File: config.mk
export PLATFORM = sky130hd
export DESIGN_NAME = pmtbc_core
export DESIGN_NICKNAME = d
export VERILOG_FILES = /design/src/verilog/pmtbc_pkg.sv /design/src/verilog/pmtbc_core.sv
export VERILOG_INCLUDE_DIRS = /design/src /design/src/verilog
export SDC_FILE = /design/constraint.sdc
export NUM_CORES = 1
export LEC_CHECK = 0
export BUFFER_PORTS_ARGS = -buffer_cell sky130_fd_sc_hd__buf_4
export CAP_MARGIN = 20
export CORE_MARGIN = 2
export CORE_UTILIZATION = 41
export DETAILED_ROUTE_END_ITERATION = 7
export GPL_TIMING_DRIVEN = 0
export PLACE_DENSITY = 0.68
export SLEW_MARGIN = 25
export SYNTH_ARGS = -nofsm -noshare
export SYNTH_HDL_FRONTEND = slang
export SYNTH_SLANG_ARGS = --single-unit
File: constraint.sdc
create_clock -name clk -period 3.1 [get_ports clk]
set_clock_uncertainty 0.05 [all_clocks]
set_input_delay 0.62 -clock clk [delete_from_list [all_inputs] [get_ports clk]]
set_output_delay 0.62 -clock clk [all_outputs]
set_load 0.02 [all_outputs]
File: src/verilog/pmtbc_map.svh
`ifndef PMTBC_MAP_SVH
`define PMTBC_MAP_SVH
// Register indices; byte address is four times the index
`define PMTBC_CTRL_IDX      4'h0
`define PMTBC_CLKDIV_IDX    4'h1
`define PMTBC_PERIOD_IDX    4'h2
`define PMTBC_IRQ_STAT_IDX  4'h3
`define PMTBC_IRQ_MASK_IDX  4'h4
`define PMTBC_COUNT_IDX     4'h5
// Control field positions
`define PMTBC_ON_BIT        15
`define PMTBC_IDLE_BIT      13
`define PMTBC_SEPEND_BIT    12
`define PMTBC_SPECIAL_EVENT_IRQ_EN_BIT     11
`define PMTBC_IMM_BIT       10
`define PMTBC_INV_BIT       9
`define PMTBC_SOE_BIT       8
`define PMTBC_EXT_SYNC_EN_BIT    7
`define PMTBC_SRC_HI        6
`define PMTBC_SRC_LO        4
`define PMTBC_SEPS_HI       3
`define PMTBC_SEPS_LO       0
// Writable control bits (pending bit is hardware owned)
`define PMTBC_CTRL_WMASK    16'hAFFF
// Reset values and divider code limit
`define PMTBC_CTRL_RST      16'h0000
`define PMTBC_CLKDIV_RST    3'h0
`define PMTBC_PERIOD_RST    16'hFFF8
`define PMTBC_DIV_MAX       3'h6
// Interrupt status bits
`define PMTBC_EV_SPECIAL    0
`define PMTBC_EV_PERIOD     1
`define PMTBC_EV_SYNC       2
`endif

File: src/verilog/pmtbc_pkg.sv
package pmtbc_pkg;
    typedef enum logic [1:0]
    {
        PMTBC_OFF  = 2'b00,
        PMTBC_RUN  = 2'b01,
        PMTBC_HALT = 2'b11
    } pmtbc_state_type;
endpackage : pmtbc_pkg

File: src/verilog/pmtbc_core.sv
// Behaviour
// - bit 15 enables the module; external sync edges still set the sync status bit while it is clear
// - bit 13 halts time base in idle
// - bit 12 reads special event pending
// - bit 11 gates special event interrupt
// - bit 10 set: period loads immediately
// - bit 9 inverts sync in and out
// - bit 8 enables sync output pin
// - bit 7 lets external sync restart counter
// - divider codes 000..110 give 1..64
// - divider resets to divide-by-1
// - divider bits 15..3 read zero
//
// The register offsets and the address-and-strobe port are this design's own decisions.
`timescale 1ns/1ps
`include "pmtbc_map.svh"
module pmtbc_core
    import pmtbc_pkg::*;
#(
    parameter int WIDTH = 16
)
(
    input  wire logic             clk,         // 20 MHz clock
    input  wire logic             rst_b,       // Async reset
    input  wire logic [3:0]       addr,        // Register index
    input  wire logic [WIDTH-1:0] wdata,       // Write data
    input  wire logic             wr,          // Write strobe
    input  wire logic             rd,          // Read strobe
    output logic      [WIDTH-1:0] rdata,       // Read data
    input  wire logic             cpu_idle,    // Processor idle
    input  wire logic             special_evt, // Special event pulse
    input  wire logic [1:0]       sync_in_pin, // Sync inputs
    output logic                  sync_out_pin,// Sync output
    output logic                  sync_out_oe, // Sync output enable
    output logic                  irq,         // Interrupt level
    output logic                  special_irq  // Special event request
);
    logic [WIDTH-1:0] ctrl_q;
    logic [2:0]       div_q;
    logic [WIDTH-1:0] per_buf_q;
    logic [WIDTH-1:0] per_act_q;
    logic             per_pend_q;
    logic [WIDTH-1:0] cnt_q;
    logic [5:0]       pre_q;
    logic [2:0]       stat_q;
    logic [2:0]       mask_q;
    logic             sepend_q;
    logic [1:0]       s1_q;
    logic [1:0]       s2_q;
    logic             s3_q;
    logic             idle1_q;
    logic             idle2_q;
    logic [2:0]       stat_set;
    pmtbc_state_type  st_q;

    logic on;
    logic sync_lvl;
    logic sync_edge;
    logic tick;
    logic wrap;
    logic [5:0] pre_max;
    logic wr_ctrl;
    logic wr_per;

    assign on      = ctrl_q[`PMTBC_ON_BIT];
    assign wr_ctrl = wr && (addr == `PMTBC_CTRL_IDX);
    assign wr_per  = wr && (addr == `PMTBC_PERIOD_IDX);

    // Input synchronisers
    always_ff @(posedge clk or negedge rst_b)
    begin
        if (!rst_b)
        begin
            s1_q    <= 2'h0;
            s2_q    <= 2'h0;
            idle1_q <= 1'b0;
            idle2_q <= 1'b0;
        end
        else
        begin
            s1_q    <= sync_in_pin;
            s2_q    <= s1_q;
            idle1_q <= cpu_idle;
            idle2_q <= idle1_q;
        end
    end

    // Source select and polarity
    always_comb
    begin
        case (ctrl_q[`PMTBC_SRC_HI:`PMTBC_SRC_LO])
            3'h0:    sync_lvl = s2_q[0];
            3'h1:    sync_lvl = s2_q[1];
            default: sync_lvl = 1'b0;
        endcase
        sync_lvl = sync_lvl ^ ctrl_q[`PMTBC_INV_BIT];
    end

    always_ff @(posedge clk or negedge rst_b)
    begin
        if (!rst_b)
            s3_q <= 1'b0;
        else
            s3_q <= sync_lvl;
    end

    assign sync_edge = sync_lvl && !s3_q && ctrl_q[`PMTBC_EXT_SYNC_EN_BIT];

    // Run state
    always_ff @(posedge clk or negedge rst_b)
    begin
        if (!rst_b)
            st_q <= PMTBC_OFF;
        else
        begin
            case (st_q)
                PMTBC_OFF:
                    if (on)
                        st_q <= PMTBC_RUN;
                PMTBC_RUN:
                    if (!on)
                        st_q <= PMTBC_OFF;
                    else if (idle2_q && ctrl_q[`PMTBC_IDLE_BIT])
                        st_q <= PMTBC_HALT;
                PMTBC_HALT:
                    if (!on)
                        st_q <= PMTBC_OFF;
                    else if (!(idle2_q && ctrl_q[`PMTBC_IDLE_BIT]))
                        st_q <= PMTBC_RUN;
                default:
                    st_q <= PMTBC_OFF;
            endcase
        end
    end

    // Prescaler: divide by 2^code
    assign pre_max = 6'((7'h1 << div_q) - 7'h1);
    assign tick    = (st_q == PMTBC_RUN) && (pre_q >= pre_max);
    assign wrap    = tick && (cnt_q >= per_act_q);

    always_ff @(posedge clk or negedge rst_b)
    begin
        if (!rst_b)
            pre_q <= 6'h0;
        else if (st_q != PMTBC_RUN || tick || sync_edge)
            pre_q <= 6'h0;
        else
            pre_q <= pre_q + 6'h1;
    end

    // Master counter
    always_ff @(posedge clk or negedge rst_b)
    begin
        if (!rst_b)
            cnt_q <= '0;
        else if (st_q == PMTBC_OFF)
            cnt_q <= '0;
        else if (sync_edge && st_q == PMTBC_RUN)
            cnt_q <= '0;
        else if (wrap)
            cnt_q <= '0;
        else if (tick)
            cnt_q <= cnt_q + 1'b1;
    end

    // Period registers
    always_ff @(posedge clk or negedge rst_b)
    begin
        if (!rst_b)
        begin
            per_buf_q  <= `PMTBC_PERIOD_RST;
            per_act_q  <= `PMTBC_PERIOD_RST;
            per_pend_q <= 1'b0;
        end
        else if (wr_per)
        begin
            per_buf_q <= wdata;
            if (ctrl_q[`PMTBC_IMM_BIT] || !on)
            begin
                per_act_q  <= wdata;
                per_pend_q <= 1'b0;
            end
            else
                per_pend_q <= 1'b1;
        end
        else if (per_pend_q && (wrap || sync_edge))
        begin
            per_act_q  <= per_buf_q;
            per_pend_q <= 1'b0;
        end
    end

    // Control and divider registers
    always_ff @(posedge clk or negedge rst_b)
    begin
        if (!rst_b)
        begin
            ctrl_q <= `PMTBC_CTRL_RST;
            div_q  <= `PMTBC_CLKDIV_RST;
        end
        else if (wr_ctrl)
            ctrl_q <= wdata & `PMTBC_CTRL_WMASK;
        else if (wr && addr == `PMTBC_CLKDIV_IDX
                 && wdata[2:0] <= `PMTBC_DIV_MAX)
            div_q <= wdata[2:0];
    end

    // Special event pending, set wins over clear
    always_ff @(posedge clk or negedge rst_b)
    begin
        if (!rst_b)
            sepend_q <= 1'b0;
        else if (special_evt && on)
            sepend_q <= 1'b1;
        else if (wr_ctrl && !wdata[`PMTBC_SEPEND_BIT])
            sepend_q <= 1'b0;
    end

    // Interrupt mask
    always_ff @(posedge clk or negedge rst_b)
    begin
        if (!rst_b)
            mask_q <= 3'h0;
        else if (wr && addr == `PMTBC_IRQ_MASK_IDX)
            mask_q <= wdata[2:0];
    end

    // Interrupt status, write one to clear, set wins
    assign stat_set[`PMTBC_EV_SPECIAL] = special_evt && on;
    assign stat_set[`PMTBC_EV_PERIOD]  = wrap;
    assign stat_set[`PMTBC_EV_SYNC]    = sync_edge;
    for (genvar g = 0; g < 3; g++)
    begin : g_stat
        always_ff @(posedge clk or negedge rst_b)
        begin
            if (!rst_b)
                stat_q[g] <= 1'b0;
            else if (stat_set[g])
                stat_q[g] <= 1'b1;
            else if (wr && addr == `PMTBC_IRQ_STAT_IDX && wdata[g])
                stat_q[g] <= 1'b0;
        end
    end

    // Outputs
    always_ff @(posedge clk or negedge rst_b)
    begin
        if (!rst_b)
        begin
            irq          <= 1'b0;
            special_irq  <= 1'b0;
            sync_out_pin <= 1'b0;
            sync_out_oe  <= 1'b0;
        end
        else
        begin
            irq          <= |(stat_q & mask_q);
            special_irq  <= sepend_q && ctrl_q[`PMTBC_SPECIAL_EVENT_IRQ_EN_BIT];
            sync_out_oe  <= ctrl_q[`PMTBC_SOE_BIT] && on;
            sync_out_pin <= ctrl_q[`PMTBC_SOE_BIT] && on
                            && (wrap ^ ctrl_q[`PMTBC_INV_BIT]);
        end
    end

    // Read port
    always_ff @(posedge clk or negedge rst_b)
    begin
        if (!rst_b)
            rdata <= '0;
        else if (rd)
        begin
            case (addr)
                `PMTBC_CTRL_IDX:
                begin
                    rdata <= ctrl_q;
                    rdata[`PMTBC_SEPEND_BIT] <= sepend_q;
                end
                `PMTBC_CLKDIV_IDX:   rdata <= {13'h0, div_q};
                `PMTBC_PERIOD_IDX:   rdata <= per_buf_q;
                `PMTBC_IRQ_STAT_IDX: rdata <= {13'h0, stat_q};
                `PMTBC_IRQ_MASK_IDX: rdata <= {13'h0, mask_q};
                `PMTBC_COUNT_IDX:    rdata <= cnt_q;
                default:             rdata <= '0;
            endcase
        end
        else
            rdata <= '0;
    end

    // Assertions
    off_clears_cnt_a: assert property (
        @(posedge clk) disable iff (!rst_b)
        st_q == PMTBC_OFF |=> cnt_q == '0)
        else $error("counter not held while disabled");
    idle_halt_a: assert property (
        @(posedge clk) disable iff (!rst_b)
        st_q == PMTBC_HALT |=> $stable(cnt_q))
        else $error("counter moved while halted");
    pend_read_a: assert property (
        @(posedge clk) disable iff (!rst_b)
        rd && addr == `PMTBC_CTRL_IDX |=> rdata[12] == $past(sepend_q))
        else $error("pending bit read wrong");
    pend_set_a: assert property (
        @(posedge clk) disable iff (!rst_b)
        special_evt && on |=> sepend_q)
        else $error("pending bit not set by event");
    irq_gate_a: assert property (
        @(posedge clk) disable iff (!rst_b)
        special_irq |-> $past(ctrl_q[11]))
        else $error("special irq while disabled");
    irq_raise_a: assert property (
        @(posedge clk) disable iff (!rst_b)
        sepend_q && ctrl_q[11] |=> special_irq)
        else $error("special irq not raised");
    imm_load_a: assert property (
        @(posedge clk) disable iff (!rst_b)
        wr_per && ctrl_q[10] |=> per_act_q == $past(wdata))
        else $error("immediate period load missing");
    defer_load_a: assert property (
        @(posedge clk) disable iff (!rst_b)
        on && !wr_per && !wrap && !sync_edge |=> $stable(per_act_q))
        else $error("period changed off boundary");
    sync_out_a: assert property (
        @(posedge clk) disable iff (!rst_b)
        wrap && ctrl_q[8] && on |=> sync_out_pin != $past(ctrl_q[9]))
        else $error("sync output pulse wrong");
    sync_oe_a: assert property (
        @(posedge clk) disable iff (!rst_b)
        !ctrl_q[8] |=> !sync_out_oe)
        else $error("sync output enabled while off");
    sync_restart_a: assert property (
        @(posedge clk) disable iff (!rst_b)
        sync_edge && st_q == PMTBC_RUN |=> cnt_q == '0)
        else $error("sync did not restart counter");
    sync_src_a: assert property (
        @(posedge clk) disable iff (!rst_b)
        ctrl_q[6:5] != 2'h0 |-> !sync_edge)
        else $error("reserved source produced sync");
    div_range_a: assert property (
        @(posedge clk) disable iff (!rst_b)
        div_q <= `PMTBC_DIV_MAX)
        else $error("divider code reserved");
    div_read_a: assert property (
        @(posedge clk) disable iff (!rst_b)
        rd |=> rdata[15:3] == '0 || $past(addr) != `PMTBC_CLKDIV_IDX)
        else $error("divider upper bits nonzero");
    defer_c: cover property (@(posedge clk) disable iff (!rst_b)
        per_pend_q && wrap);
    wrap_c: cover property (@(posedge clk) disable iff (!rst_b) wrap);
    sync_c: cover property (@(posedge clk) disable iff (!rst_b) sync_edge);
    halt_c: cover property (@(posedge clk) disable iff (!rst_b)
        st_q == PMTBC_HALT);
    irq_c: cover property (@(posedge clk) disable iff (!rst_b) irq);
endmodule : pmtbc_core

==> results by group, run 1 <==
Cells and area
  – Fillers: about 1200
  – Area grow syn2layout: 16.2%
  – Ant diodes: 0
  – Nets: 566
  – Share of layout cells above drive strength 1: around a quarter

Timing
  – Worst setup margin: roughly 0.25 ns
  – # setup viols final: 0
  – Worst Tran Pin Value: roughly 0.83 ns
  – Fmax: between 0.3 and 0.4 GHz
  – Period Utilization, post-route: 92.1%
  – Slew margin rel.: about 45%
  – RSZ-0062 raised after global routing: false
  – Final hold violation count: 0
  – Hold Slack: 0.306 ns
  – Setup total negative slack: 0 ns
  – Final Slew Violations: 0
  – Crit path time final: 2.85 ns

Synthesis
  – Top-count cell post-synth: dfrtp_1
  – Synth Flop Type: dfrtp_1
  – Top cell type's share of synthesized area: between 30% and 40%
  – Post-Syn Area: approximately 5300 um^2
  – Synth Area in XOR/XNOR: under 10%
  – Synth Area in Compound Gates: 12.4%
  – Post-Synthesis Cells: 456
  – Warnings, synthesis: 0
  – Largest area contributor in the netlist: dfrtp_1
  – Yosys reg bits: roughly 110
  – Post-synth cell types: between 60 and 70
  – Adder-cell share of the synthesized area: 5.67%
  – Simple-gate area share of the yosys netlist: 13.5%
  – Seq/Total Area, Yosys: between 50% and 60%
  – Post-synth top cells: 82 x dfrtp_1, 43 x nand2_1, 33 x nor2_1
  – Main combinational cell family by area after synthesis: simple AND/OR/NAND/NOR gates
  – Multiplexer share of the synthesized area: 12.5%
  – EDFF count, synth: 0
  – Top post-synthesis cells by area: dfrtp_1 39%, dfstp_2 13%, mux2_1 6.4%
  – Share of flip-flops with an asynchronous set or reset: 100%
  – Post-synth net total: 508
  – Avg Cell Area, Syn: approximately 12 um^2

Pwr
  – Peak VDD IR: around 0.00031 V
  – Standby leakage power: approximately 2.8 nW
  – Pwr Density: ~640 nW/um^2

Clock tree
  – CTS tree: yes
  – CTS HTree Levels: 3
  – Postcts setup bufs: 0
  – Num CTS Buffers: 9
  – Worst-Skew Late Latency: about 0.36 ns
  – Clock root buffer: clkbuf_16
  – Post-CTS Hold Buffers: 0
  – Clock Pin Slew Worst Setup and Hold Paths: 0.07 ns
  – Clock Tree Buf Depth: 2
  – Sink Count: 108

Detailed routing
  – Initial drt markers: between 150 and 200
  – Routed WL per cell: about 17 um
  – DR pass1 iterations: 5
  – Vias per cell: 5.48
  – Antenna Nets Post-Route: 0
  – Vias after detailed routing: about 3800
  – Drt drc: 0
  – Total Routed Length: 12.0 mm

Critical path
  – CP Data Arrival Time: just over 3 ns
  – Reg2reg setup slack: 0.25 ns
  – Crit-path slowest cell: dfrtp_1
  – Worst Setup End Kind: flip-flop
  – CP max FO: 10
  – Crit-path cells: or3_1, ha_1, nand2b_1, a21oi_1, o21ai_2, nand2_1, o31a_1, buf_6, buf_12, mux2_4
  – Worst Path Required: between 3 and 4 ns
  – Max incr delay on CP: 0.45 ns
  – Worst setup SP type: flip-flop
  – CP Class: flip-flop to flip-flop

Run status
  – Status: completed

Floorplanning
  – Initial core utilization: a little over two fifths
  – Core box area: around 13000 um^2
  – Die W: between 100 and 150 um
  – Die Y: between 100 and 150 um
  – Ports: 48
  – Die area: between 10000 and 15000 um^2
  – Standard-cell row count: 41

GRT
  – Total congestion overflow: 0
  – Vias in the first global route: just under 4000
  – Global-route wire length before repair: roughly 20 mm
  – Initial antenna violation count: 0
  – Largest net degree at the start of global routing: ~110
  – GRT Util Overall: around 18%

Place
  – GPL Wtd Cong: 0.867
  – Post-Place Worst Slack: roughly 0.080 ns
  – Buffers on Ports: 47
  – Post-DP HPWL: around 8.7 mm

Hold path
  – Worst hold path class: flip-flop to flip-flop

Flow run
  – Max-Cap Viols: 0
-- cell families (layout without fill, tap and decap cells) --
family / Yosys count / count (layout)
adders and majority gates: 24 / 24
and+or+nand+nor: 134 / 134
buffers and inverters: 36 / 99
xor gates and xnor gates: 7 / 7
muxes: 55 / 55
DFF: 108 / 108
AOI/OAI and AO/OA: 92 / 92
-- report_power, final --
group,internal (mW),switching (mW)
clock network,0.568,0.511
logic,0.455,0.477
registers,1.75,0.192
total,2.78,1.18
-- cell usage in the layout (no fill, tap or decap), types with 13 or more instances in the layout --
master,count
inv_1,21
buf_4,46
nor2_1,33
a22oi_1,13
nand2_1,43
dfstp_2,26
dfrtp_1,82
a21oi_1,25
ha_1,24
mux2_1,30
-- flip-flops by register name, summed over array words and instances (netlist names), 2 cells and up --
name / count
per_act_q: 16
st_q: 2
s1_q: 2
mask_q: 3
s2_q: 2
pre_q: 6
per_buf_q: 16
div_q: 3
rdata: 16
ctrl_q: 14
cnt_q: 16
stat_q: 3
-- what timing repair did --
action,in CTS,in global routing
resized for setup,0,1
hold endpoints to repair,0,0
endpoints found under the setup margin,0,10
-- layout make-up --
| class | instances | area, um^2 | share of cell area [%] |
|---|---|---|---|
| Timing Repair Buffer | 47 | 359 | 5.84 |
| Tap cell | 172 | 215 | 3.50 |
| Inverter | 22 | 82.6 | 1.34 |
| Buffer | 14 | 81.3 | 1.32 |
| Sequential cell | 108 | 2740 | 44.4 |
| Multi-Input combinational cell | 312 | 2400 | 39.0 |
| Clock inverter | 5 | 36.3 | 0.590 |
| Clock buffer | 11 | 243 | 3.94 |
-- per-layer routing --
metal | vias to the layer above | wire length (um) | global-route usage (%)
met5 | - | 0 | 0
met4 | 0 | 220 | 6.33
met3 | 19 | 446 | 3.29
met2 | 83 | 5980 | 30.2
met1 | 1921 | 5320 | 23.9
li1 | 1766 | - | -
-- critical path: cells and delay by family (launching register included) --
kind / cells / cell delay [ns]
AND/OR/NAND/NOR: 3 / 0.70
buffers and inverters: 2 / 0.30
flip-flops: 1 / 0.45
adder cells (fa/ha/maj): 1 / 0.27
AO/OA/AOI/OAI: 3 / 0.72
multiplexers: 1 / 0.30
-- final timing paths --
kind                                      start                         to  cells after the start
max in group asynchronous                 rst_b         rdata[8]$_DFF_PN0_                      1
hold / removal                s1_q[0]$_DFF_PN0_          s2_q[0]$_DFF_PN0_                      0
hold reg to reg               s1_q[0]$_DFF_PN0_          s2_q[0]$_DFF_PN0_                      0
min in group asynchronous                 rst_b         rdata[4]$_DFF_PN0_                      1
setup / recovery           div_q[1]$_DFFE_PN0P_  per_act_q[14]$_DFFE_PN1P_                     10
setup reg to reg           div_q[1]$_DFFE_PN0P_  per_act_q[14]$_DFFE_PN1P_                     10
-- through the flow --
step	cell area, um^2	instances	utilization [%]	power, mW
after floorplan	5300	456	-	2.60
after global placement	5860	675	46.5	2.85
after detailed placement	5870	675	46.5	2.90
after CTS	6150	691	48.7	3.99
after global routing	6150	691	48.8	4.18
final	6150	691	48.8	3.96
No activity file was read; power rests on OpenSTA's default activity.
==> inputs of run 2 (changes only) <==
--- a/config.mk
+++ b/config.mk
@@ -12,6 +12,7 @@
 export CORE_UTILIZATION = 41
 export DETAILED_ROUTE_END_ITERATION = 7
 export GPL_TIMING_DRIVEN = 0
+export HOLD_SLACK_MARGIN = 0.15
 export PLACE_DENSITY = 0.68
 export SLEW_MARGIN = 25
 export SYNTH_ARGS = -nofsm -noshare
==> constraint.sdc (replaced) <==
create_clock -name clk -period 3.34 [get_ports clk]
set_clock_uncertainty 0.05 [all_clocks]
set_input_delay 0.668 -clock clk [delete_from_list [all_inputs] [get_ports clk]]
set_output_delay 0.668 -clock clk [all_outputs]
set_load 0.02 [all_outputs]
==> results by group, run 2 (synthesized netlist as in run 1, its figures left out) <==
Pwr
  – Pwr Density: 597 nW/um^2 (-7.2%)
  – Post-route total power: 3.67 mW (-7.3%)
  – Switching Fraction: 29.8% (-0.060 points)
  – Switching power: 1.09 mW (-7.5%)
  – Clk pwr share: 27.3% (about the same)
  – Standby leakage power: 2.75 nW (about the same)
  – Peak VDD IR: 0.000284 V (-7.4%)
  – Power Internal: 2.58 mW (-7.2%)
  – Flop pwr share: 49.2% (about the same)
  – Combinational power share: 23.5% (about the same)

Detailed routing
  – DR pass1 iterations: 7 (+2)
  – Total Routed Length: 11.9 mm (-0.78%)
  – Vias after detailed routing: 3802 (+0.34%)
  – Initial drt markers: 179 (+7.8%)
  – Antenna Nets Post-Route: 0 (unchanged)
  – Routed WL per cell: 17.2 um (-0.78%)
  – Vias per cell: 5.50 (+0.34%)
  – Drt drc: 0 (unchanged)

Cells and area
  – Share of layout cells above drive strength 1: 24.3% (-0.19 points)
  – Fillers: 1165 (unchanged)
  – Ant diodes: 0 (unchanged)
  – Leading cell type in the layout, fill and taps excluded: dfrtp_1
  – Cell Count, Final, Fillers Out: 691 (unchanged)
  – Util after Layout: 48.7% (about the same)
  – Area grow syn2layout: 16.1% (about the same)
  – Most frequent cells in the layout: 82 x dfrtp_1, 46 x buf_4, 43 x nand2_1, 33 x nor2_1, 30 x mux2_1
  – Final Instance Area: 6150 um^2 (about the same)
  – Nets: 566 (unchanged)

Clock tree
  – Post-CTS Hold Buffers: 0 (unchanged)
  – Postcts setup bufs: 0 (unchanged)
  – CTS tree: yes
  – Clock Tree Buf Depth: 2 (unchanged)
  – CTS HTree Levels: 3 (unchanged)
  – Sink Count: 108 (unchanged)
  – Num CTS Buffers: 9 (unchanged)
  – Clock Pin Slew Worst Setup and Hold Paths: 0.07 ns (about the same)
  – Worst-Skew Late Latency: 0.36 ns (about the same)
  – Clock root buffer: clkbuf_16
  – Cts repair resizes: 0 (unchanged)

GRT
  – Largest net degree at the start of global routing: 109 (unchanged)
  – GRT Util Overall: 18.2% (unchanged)
  – Initial antenna violation count: 0 (unchanged)
  – Global-route wire length before repair: 19.7 mm (unchanged)
  – Total congestion overflow: 0 (unchanged)
  – Vias in the first global route: 3885 (unchanged)

Timing
  – Final hold violation count: 0 (unchanged)
  – Slew margin rel.: 43.4% (-1.5 points)
  – Worst Tran Pin Value: 0.849 ns (+0.0222 ns)
  – # setup viols final: 0 (unchanged)
  – Final Slew Violations: 0 (unchanged)
  – Fmax: 0.331 GHz (-5.5%)
  – RSZ-0062 raised after global routing: false
  – Period Utilization, post-route: 90.4% (-1.6 points)
  – Crit path time final: 3.02 ns (+0.166 ns)
  – Setup total negative slack: 0 ns (unchanged)

Place
  – Buffers on Ports: 47 (unchanged)
  – Inst Count DP: 675 (unchanged)
  – GPL Wtd Cong: 0.867 (unchanged)
  – Placed cell area: 5870 um^2 (unchanged)
  – Post-DP HPWL: 8.69 mm (unchanged)

Hold path
  – Worst hold path class: flip-flop to flip-flop
  – Worst Hold Depth: 0 (unchanged)

Floorplanning
  – Core box area: 12600 um^2 (unchanged)
  – Die W: 118 um (unchanged)
  – Standard-cell row count: 41 (unchanged)
  – Ports: 48 (unchanged)
  – Initial core utilization: 42.0% (unchanged)
  – Die Y: 118 um (unchanged)
  – Die area: 13800 um^2 (unchanged)

Flow run
  – Max-Cap Viols: 0 (unchanged)

Critical path
  – Worst Path Buf+Inv: 2 (unchanged)
  – Reg2reg setup slack: 0.32 ns (+0.07 ns)
  – Reg-to-reg endpoint: per_act_q[14]$_DFFE_PN1P_
  – CP max FO: 10 (unchanged)
  – Crit-path cells: or3_1, ha_1, nand2b_1, a21oi_1, o21ai_1, nand2_1, o31a_1, buf_6, buf_12, mux2_4
  – CP Class: flip-flop to flip-flop
  – Crit-path slowest cell: dfrtp_1
  – Crit path launch: div_q[1]$_DFFE_PN0P_
  – Launching point of the worst reg2reg path: div_q[1]$_DFFE_PN0P_
  – Worst setup SP type: flip-flop
  – Max incr delay on CP: 0.44 ns (about the same)
  – Worst Path Required: 3.58 ns (+0.25 ns)
  – Crit path max-delay family: compound AO/OA/AOI/OAI gates
  – CP Data Arrival Time: 3.26 ns (+0.17 ns)
  – Worst Setup End Kind: flip-flop
  – Worst r2r path cells: 10 (unchanged)
  – WP depth: 10 (unchanged)
  – Critical Path End: per_act_q[14]$_DFFE_PN1P_

Run status
  – Status: completed
run 2: worst min-delay path by stage:
stage | to | slack (ns) | from
2_1_floorplan | idle2_q$_DFF_PN0_ | 0.28 | idle1_q$_DFF_PN0_
3_3_place_gp | s2_q[0]$_DFF_PN0_ | 0.29 | s1_q[0]$_DFF_PN0_
3_5_place_dp | s2_q[0]$_DFF_PN0_ | 0.29 | s1_q[0]$_DFF_PN0_
4_1_cts | s2_q[0]$_DFF_PN0_ | 0.31 | s1_q[0]$_DFF_PN0_
5_1_grt | s2_q[0]$_DFF_PN0_ | 0.31 | s1_q[0]$_DFF_PN0_
6_report | s2_q[0]$_DFF_PN0_ | 0.31 | s1_q[0]$_DFF_PN0_
run 2: layout make-up:
type                            count  area [um^2]  area share (%)
Timing Repair Buffer               47          359            5.84
Inverter                           22         82.6            1.34
Clock buffer                       11          243            3.95
Multi-Input combinational cell    312         2400            39.0
Sequential cell                   108         2740            44.5
Tap cell                          172          215            3.50
Buffer                             14         81.3            1.32
Clock inverter                      5         36.3           0.590
run 2: power by group through the flow:
stage | combinational (mW) | clock, mW | sequential, mW
2_1_floorplan | 0.630 | 0 | 1.78
3_3_place_gp | 0.841 | 0 | 1.81
3_5_place_dp | 0.869 | 0 | 1.82
4_1_cts | 0.873 | 1.03 | 1.80
5_1_grt | 0.959 | 1.08 | 1.84
6_report | 0.862 | 1.00 | 1.81
run 2: worst reg2reg max path: cells and delay by family, from the launching register on:
family / cells / cell delay (ns)
buffers and inverters: 2 / 0.30
multiplexers: 1 / 0.30
flip-flops: 1 / 0.44
adder cells (fa/ha/maj): 1 / 0.27
AO/OA/AOI/OAI: 3 / 0.84
AND/OR/NAND/NOR: 3 / 0.74
run 2: stage by stage:
step	hold WS [ns]	setup WS (ns)
6_report	0.307	0.320
5_1_grt	0.312	0.153
4_1_cts	0.311	0.308
3_5_place_dp	0.294	0.320
3_3_place_gp	0.285	0.334
2_1_floorplan	0.281	0.684
run 2: per-layer routing:
layer	vias up	track usage [%]	wire [um]
li1	1773	-	-
met1	1922	23.9	5240
met2	91	30.2	5940
met3	16	3.29	510
met4	0	6.33	187
met5	-	0	0
==> inputs of run 3 (changes only) <==
--- a/config.mk
+++ b/config.mk
@@ -9,11 +9,11 @@
 export BUFFER_PORTS_ARGS = -buffer_cell sky130_fd_sc_hd__buf_4
 export CAP_MARGIN = 20
 export CORE_MARGIN = 2
-export CORE_UTILIZATION = 41
+export CORE_UTILIZATION = 39
 export DETAILED_ROUTE_END_ITERATION = 7
 export GPL_TIMING_DRIVEN = 0
 export HOLD_SLACK_MARGIN = 0.15
-export PLACE_DENSITY = 0.68
+export PLACE_DENSITY = 0.65
 export SLEW_MARGIN = 25
 export SYNTH_ARGS = -nofsm -noshare
 export SYNTH_HDL_FRONTEND = slang
==> results by group, run 3 (synthesized netlist as in run 1, its figures left out) <==
Pwr
  – Standby leakage power: 2.78 nW (+1.0%)
  – Pwr Density: 613 nW/um^2 (+2.7%)
  – Peak VDD IR: 0.000253 V (-11%)

Critical path
  – Crit-path slowest cell: dfrtp_1
  – Crit-path cells: or3_1, ha_1, nand2b_1, a21oi_1, o21ai_1, nand2_1, o31a_1, buf_6, buf_12, mux2_4
  – Worst setup SP type: flip-flop
  – CP Class: flip-flop to flip-flop
  – CP Data Arrival Time: 3.38 ns (+0.12 ns)
  – Worst r2r path cells: 10 (unchanged)
  – Reg2reg setup slack: 0.18 ns (-0.14 ns)
  – Worst Setup End Kind: flip-flop
  – CP max FO: 10 (unchanged)
  – Launching point of the worst reg2reg path: div_q[1]$_DFFE_PN0P_
  – Max incr delay on CP: 0.45 ns (about the same)
  – Reg-to-reg endpoint: per_act_q[6]$_DFFE_PN1P_
  – Worst Path Required: 3.56 ns (-0.02 ns)

Floorplanning
  – Die W: 121 um (+2.4%)
  – Core box area: 13200 um^2 (+4.9%)
  – Standard-cell row count: 42 (+2.4%)
  – Die area: 14500 um^2 (+5.0%)
  – Initial core utilization: 40.0% (-2.0 points)
  – Die Y: 121 um (+2.4%)
  – Ports: 48 (unchanged)

Detailed routing
  – Drt drc: 0 (unchanged)
  – Vias after detailed routing: 3774 (-0.74%)
  – Vias per cell: 5.43 (-1.3%)
  – Initial drt markers: 315 (+76%)
  – DR pass1 iterations: 4 (-3)
  – Antenna Nets Post-Route: 0 (unchanged)
  – Total Routed Length: 11.8 mm (-0.56%)
  – Routed WL per cell: 17.0 um (-1.1%)

Clock tree
  – Post-CTS Hold Buffers: 0 (unchanged)
  – CTS tree: yes
  – Clock Tree Buf Depth: 2 (unchanged)
  – Worst-Skew Late Latency: 0.35 ns (about the same)
  – Sink Count: 108 (unchanged)
  – Postcts setup bufs: 0 (unchanged)
  – CTS HTree Levels: 3 (unchanged)
  – Clock Pin Slew Worst Setup and Hold Paths: 0.07 ns (about the same)
  – Num CTS Buffers: 9 (unchanged)
  – Cts repair resizes: 0 (unchanged)
  – Clock root buffer: clkbuf_16

Timing
  – Crit path time final: 3.16 ns (+0.140 ns)
  – Fmax: 0.316 GHz (-4.4%)
  – Worst Tran Pin Value: 0.866 ns (+0.0170 ns)
  – Hold Slack: 0.299 ns (-0.00775 ns)
  – # setup viols final: 0 (unchanged)
  – RSZ-0062 raised after global routing: false
  – Setup total negative slack: 0 ns (unchanged)
  – Slew margin rel.: 42.2% (-1.1 points)
  – Final Slew Violations: 0 (unchanged)
  – Period Utilization, post-route: 94.6% (+4.2 points)
  – Final hold violation count: 0 (unchanged)

Cells and area
  – Area of the multi-input gates: 2400 um^2 (unchanged)
  – Util after Layout: 46.8% (-2.0 points)
  – Fillers: 1235 (+6.0%)
  – Share of layout cells above drive strength 1: 24.3% (unchanged)
  – Most frequent cells in the layout: 82 x dfrtp_1, 46 x buf_4, 43 x nand2_1, 33 x nor2_1, 30 x mux2_1
  – Nets: 566 (unchanged)
  – Area grow syn2layout: 16.9%
  – Leading cell type in the layout, fill and taps excluded: dfrtp_1
  – Sequential cell area: 2740 um^2 (unchanged)
  – Ant diodes: 0 (unchanged)
  – Final Instance Area: 6190 um^2 (+0.69%)

Place
  – Placed cell area: 5870 um^2 (about the same)
  – Buffers on Ports: 47 (unchanged)
  – Post-DP HPWL: 8.55 mm (-1.6%)
  – GPL Wtd Cong: 0.874 (+0.83%)

Hold path
  – Worst hold path class: flip-flop to flip-flop
  – Min-delay src: s1_q[1]$_DFF_PN0_
  – Worst Hold Depth: 0 (unchanged)
  – Worst Hold Path EP: s2_q[1]$_DFF_PN0_

GRT
  – Global-route wire length before repair: 19.5 mm (-1.1%)
  – Total congestion overflow: 0 (unchanged)
  – Largest net degree at the start of global routing: 109 (unchanged)
  – Vias in the first global route: 3766 (-3.1%)
  – GRT Util Overall: 17.3% (-0.85 points)
  – Initial antenna violation count: 0 (unchanged)

Flow run
  – Max-Cap Viols: 0 (unchanged)

Run status
  – Status: completed
==> run 3: changes by cell type in the layout (fill, tap and decap cells not counted), sizes merged <==
cell      previous run  this run
clkinvlp             3         0
bufinv               0         2
clkinv               1         3
clkbuf              19        18
==> run 3: per-layer routing <==
metal | vias to the layer above | part of all wire [%] | wire length, um | track usage (%)
li1 | 1762 | - | - | -
met1 | 1902 | 44 | 5190 | 22.2
met2 | 89 | 49 | 5790 | 28.7
met3 | 21 | 4.9 | 573 | 4.15
met4 | 0 | 2.2 | 260 | 6.03
met5 | - | 0 | 0 | 0
==> run 3: how the worst max path moves through the flow <==
| stage | startpoint | slack [ns] | end |
|---|---|---|---|
| after detailed placement | div_q[1]$_DFFE_PN0P_ | 0.23 | per_act_q[13]$_DFFE_PN1P_ |
| after floorplan | div_q[1]$_DFFE_PN0P_ | 0.68 | per_act_q[10]$_DFFE_PN1P_ |
| final | div_q[1]$_DFFE_PN0P_ | 0.18 | per_act_q[6]$_DFFE_PN1P_ |
| after CTS | div_q[1]$_DFFE_PN0P_ | 0.19 | per_act_q[6]$_DFFE_PN1P_ |
| after global routing | div_q[1]$_DFFE_PN0P_ | 0.06 | per_act_q[6]$_DFFE_PN1P_ |
| after global placement | div_q[1]$_DFFE_PN0P_ | 0.23 | per_act_q[14]$_DFFE_PN1P_ |
==> run 3: critical path, delay by kind of cell, from the launching register on <==
| kind | cells | cell delay, ns |
|---|---|---|
| AO/OA/AOI/OAI | 3 | 0.90 |
| AND/OR/NAND/NOR | 3 | 0.80 |
| flip-flops | 1 | 0.45 |
| buffers and inverters | 2 | 0.30 |
| multiplexers | 1 | 0.30 |
| adder cells (fa/ha/maj) | 1 | 0.27 |
==> run 3: layout make-up <==
cell class | instances | area share, %
Inverter | 22 | 1.33
Multi-Input combinational cell | 312 | 38.7
Timing Repair Buffer | 47 | 5.80
Clock buffer | 10 | 3.70
Sequential cell | 108 | 44.2
Clock inverter | 6 | 1.41
Buffer | 14 | 1.31
Tap cell | 176 | 3.56
==> run 3: stage by stage <==
stage	std cells	power, mW	setup slack (ns)
after floorplan	456	2.41	0.684
after global placement	679	2.65	0.228
after detailed placement	679	2.69	0.228
after CTS	695	3.83	0.191
after global routing	695	4.02	0.0586
final	695	3.79	0.179
==> run 3: power breakdown <==
part	switching, mW	internal, mW
Combinational	0.442	0.424
Sequential	0.173	1.63
Clock	0.470	0.659
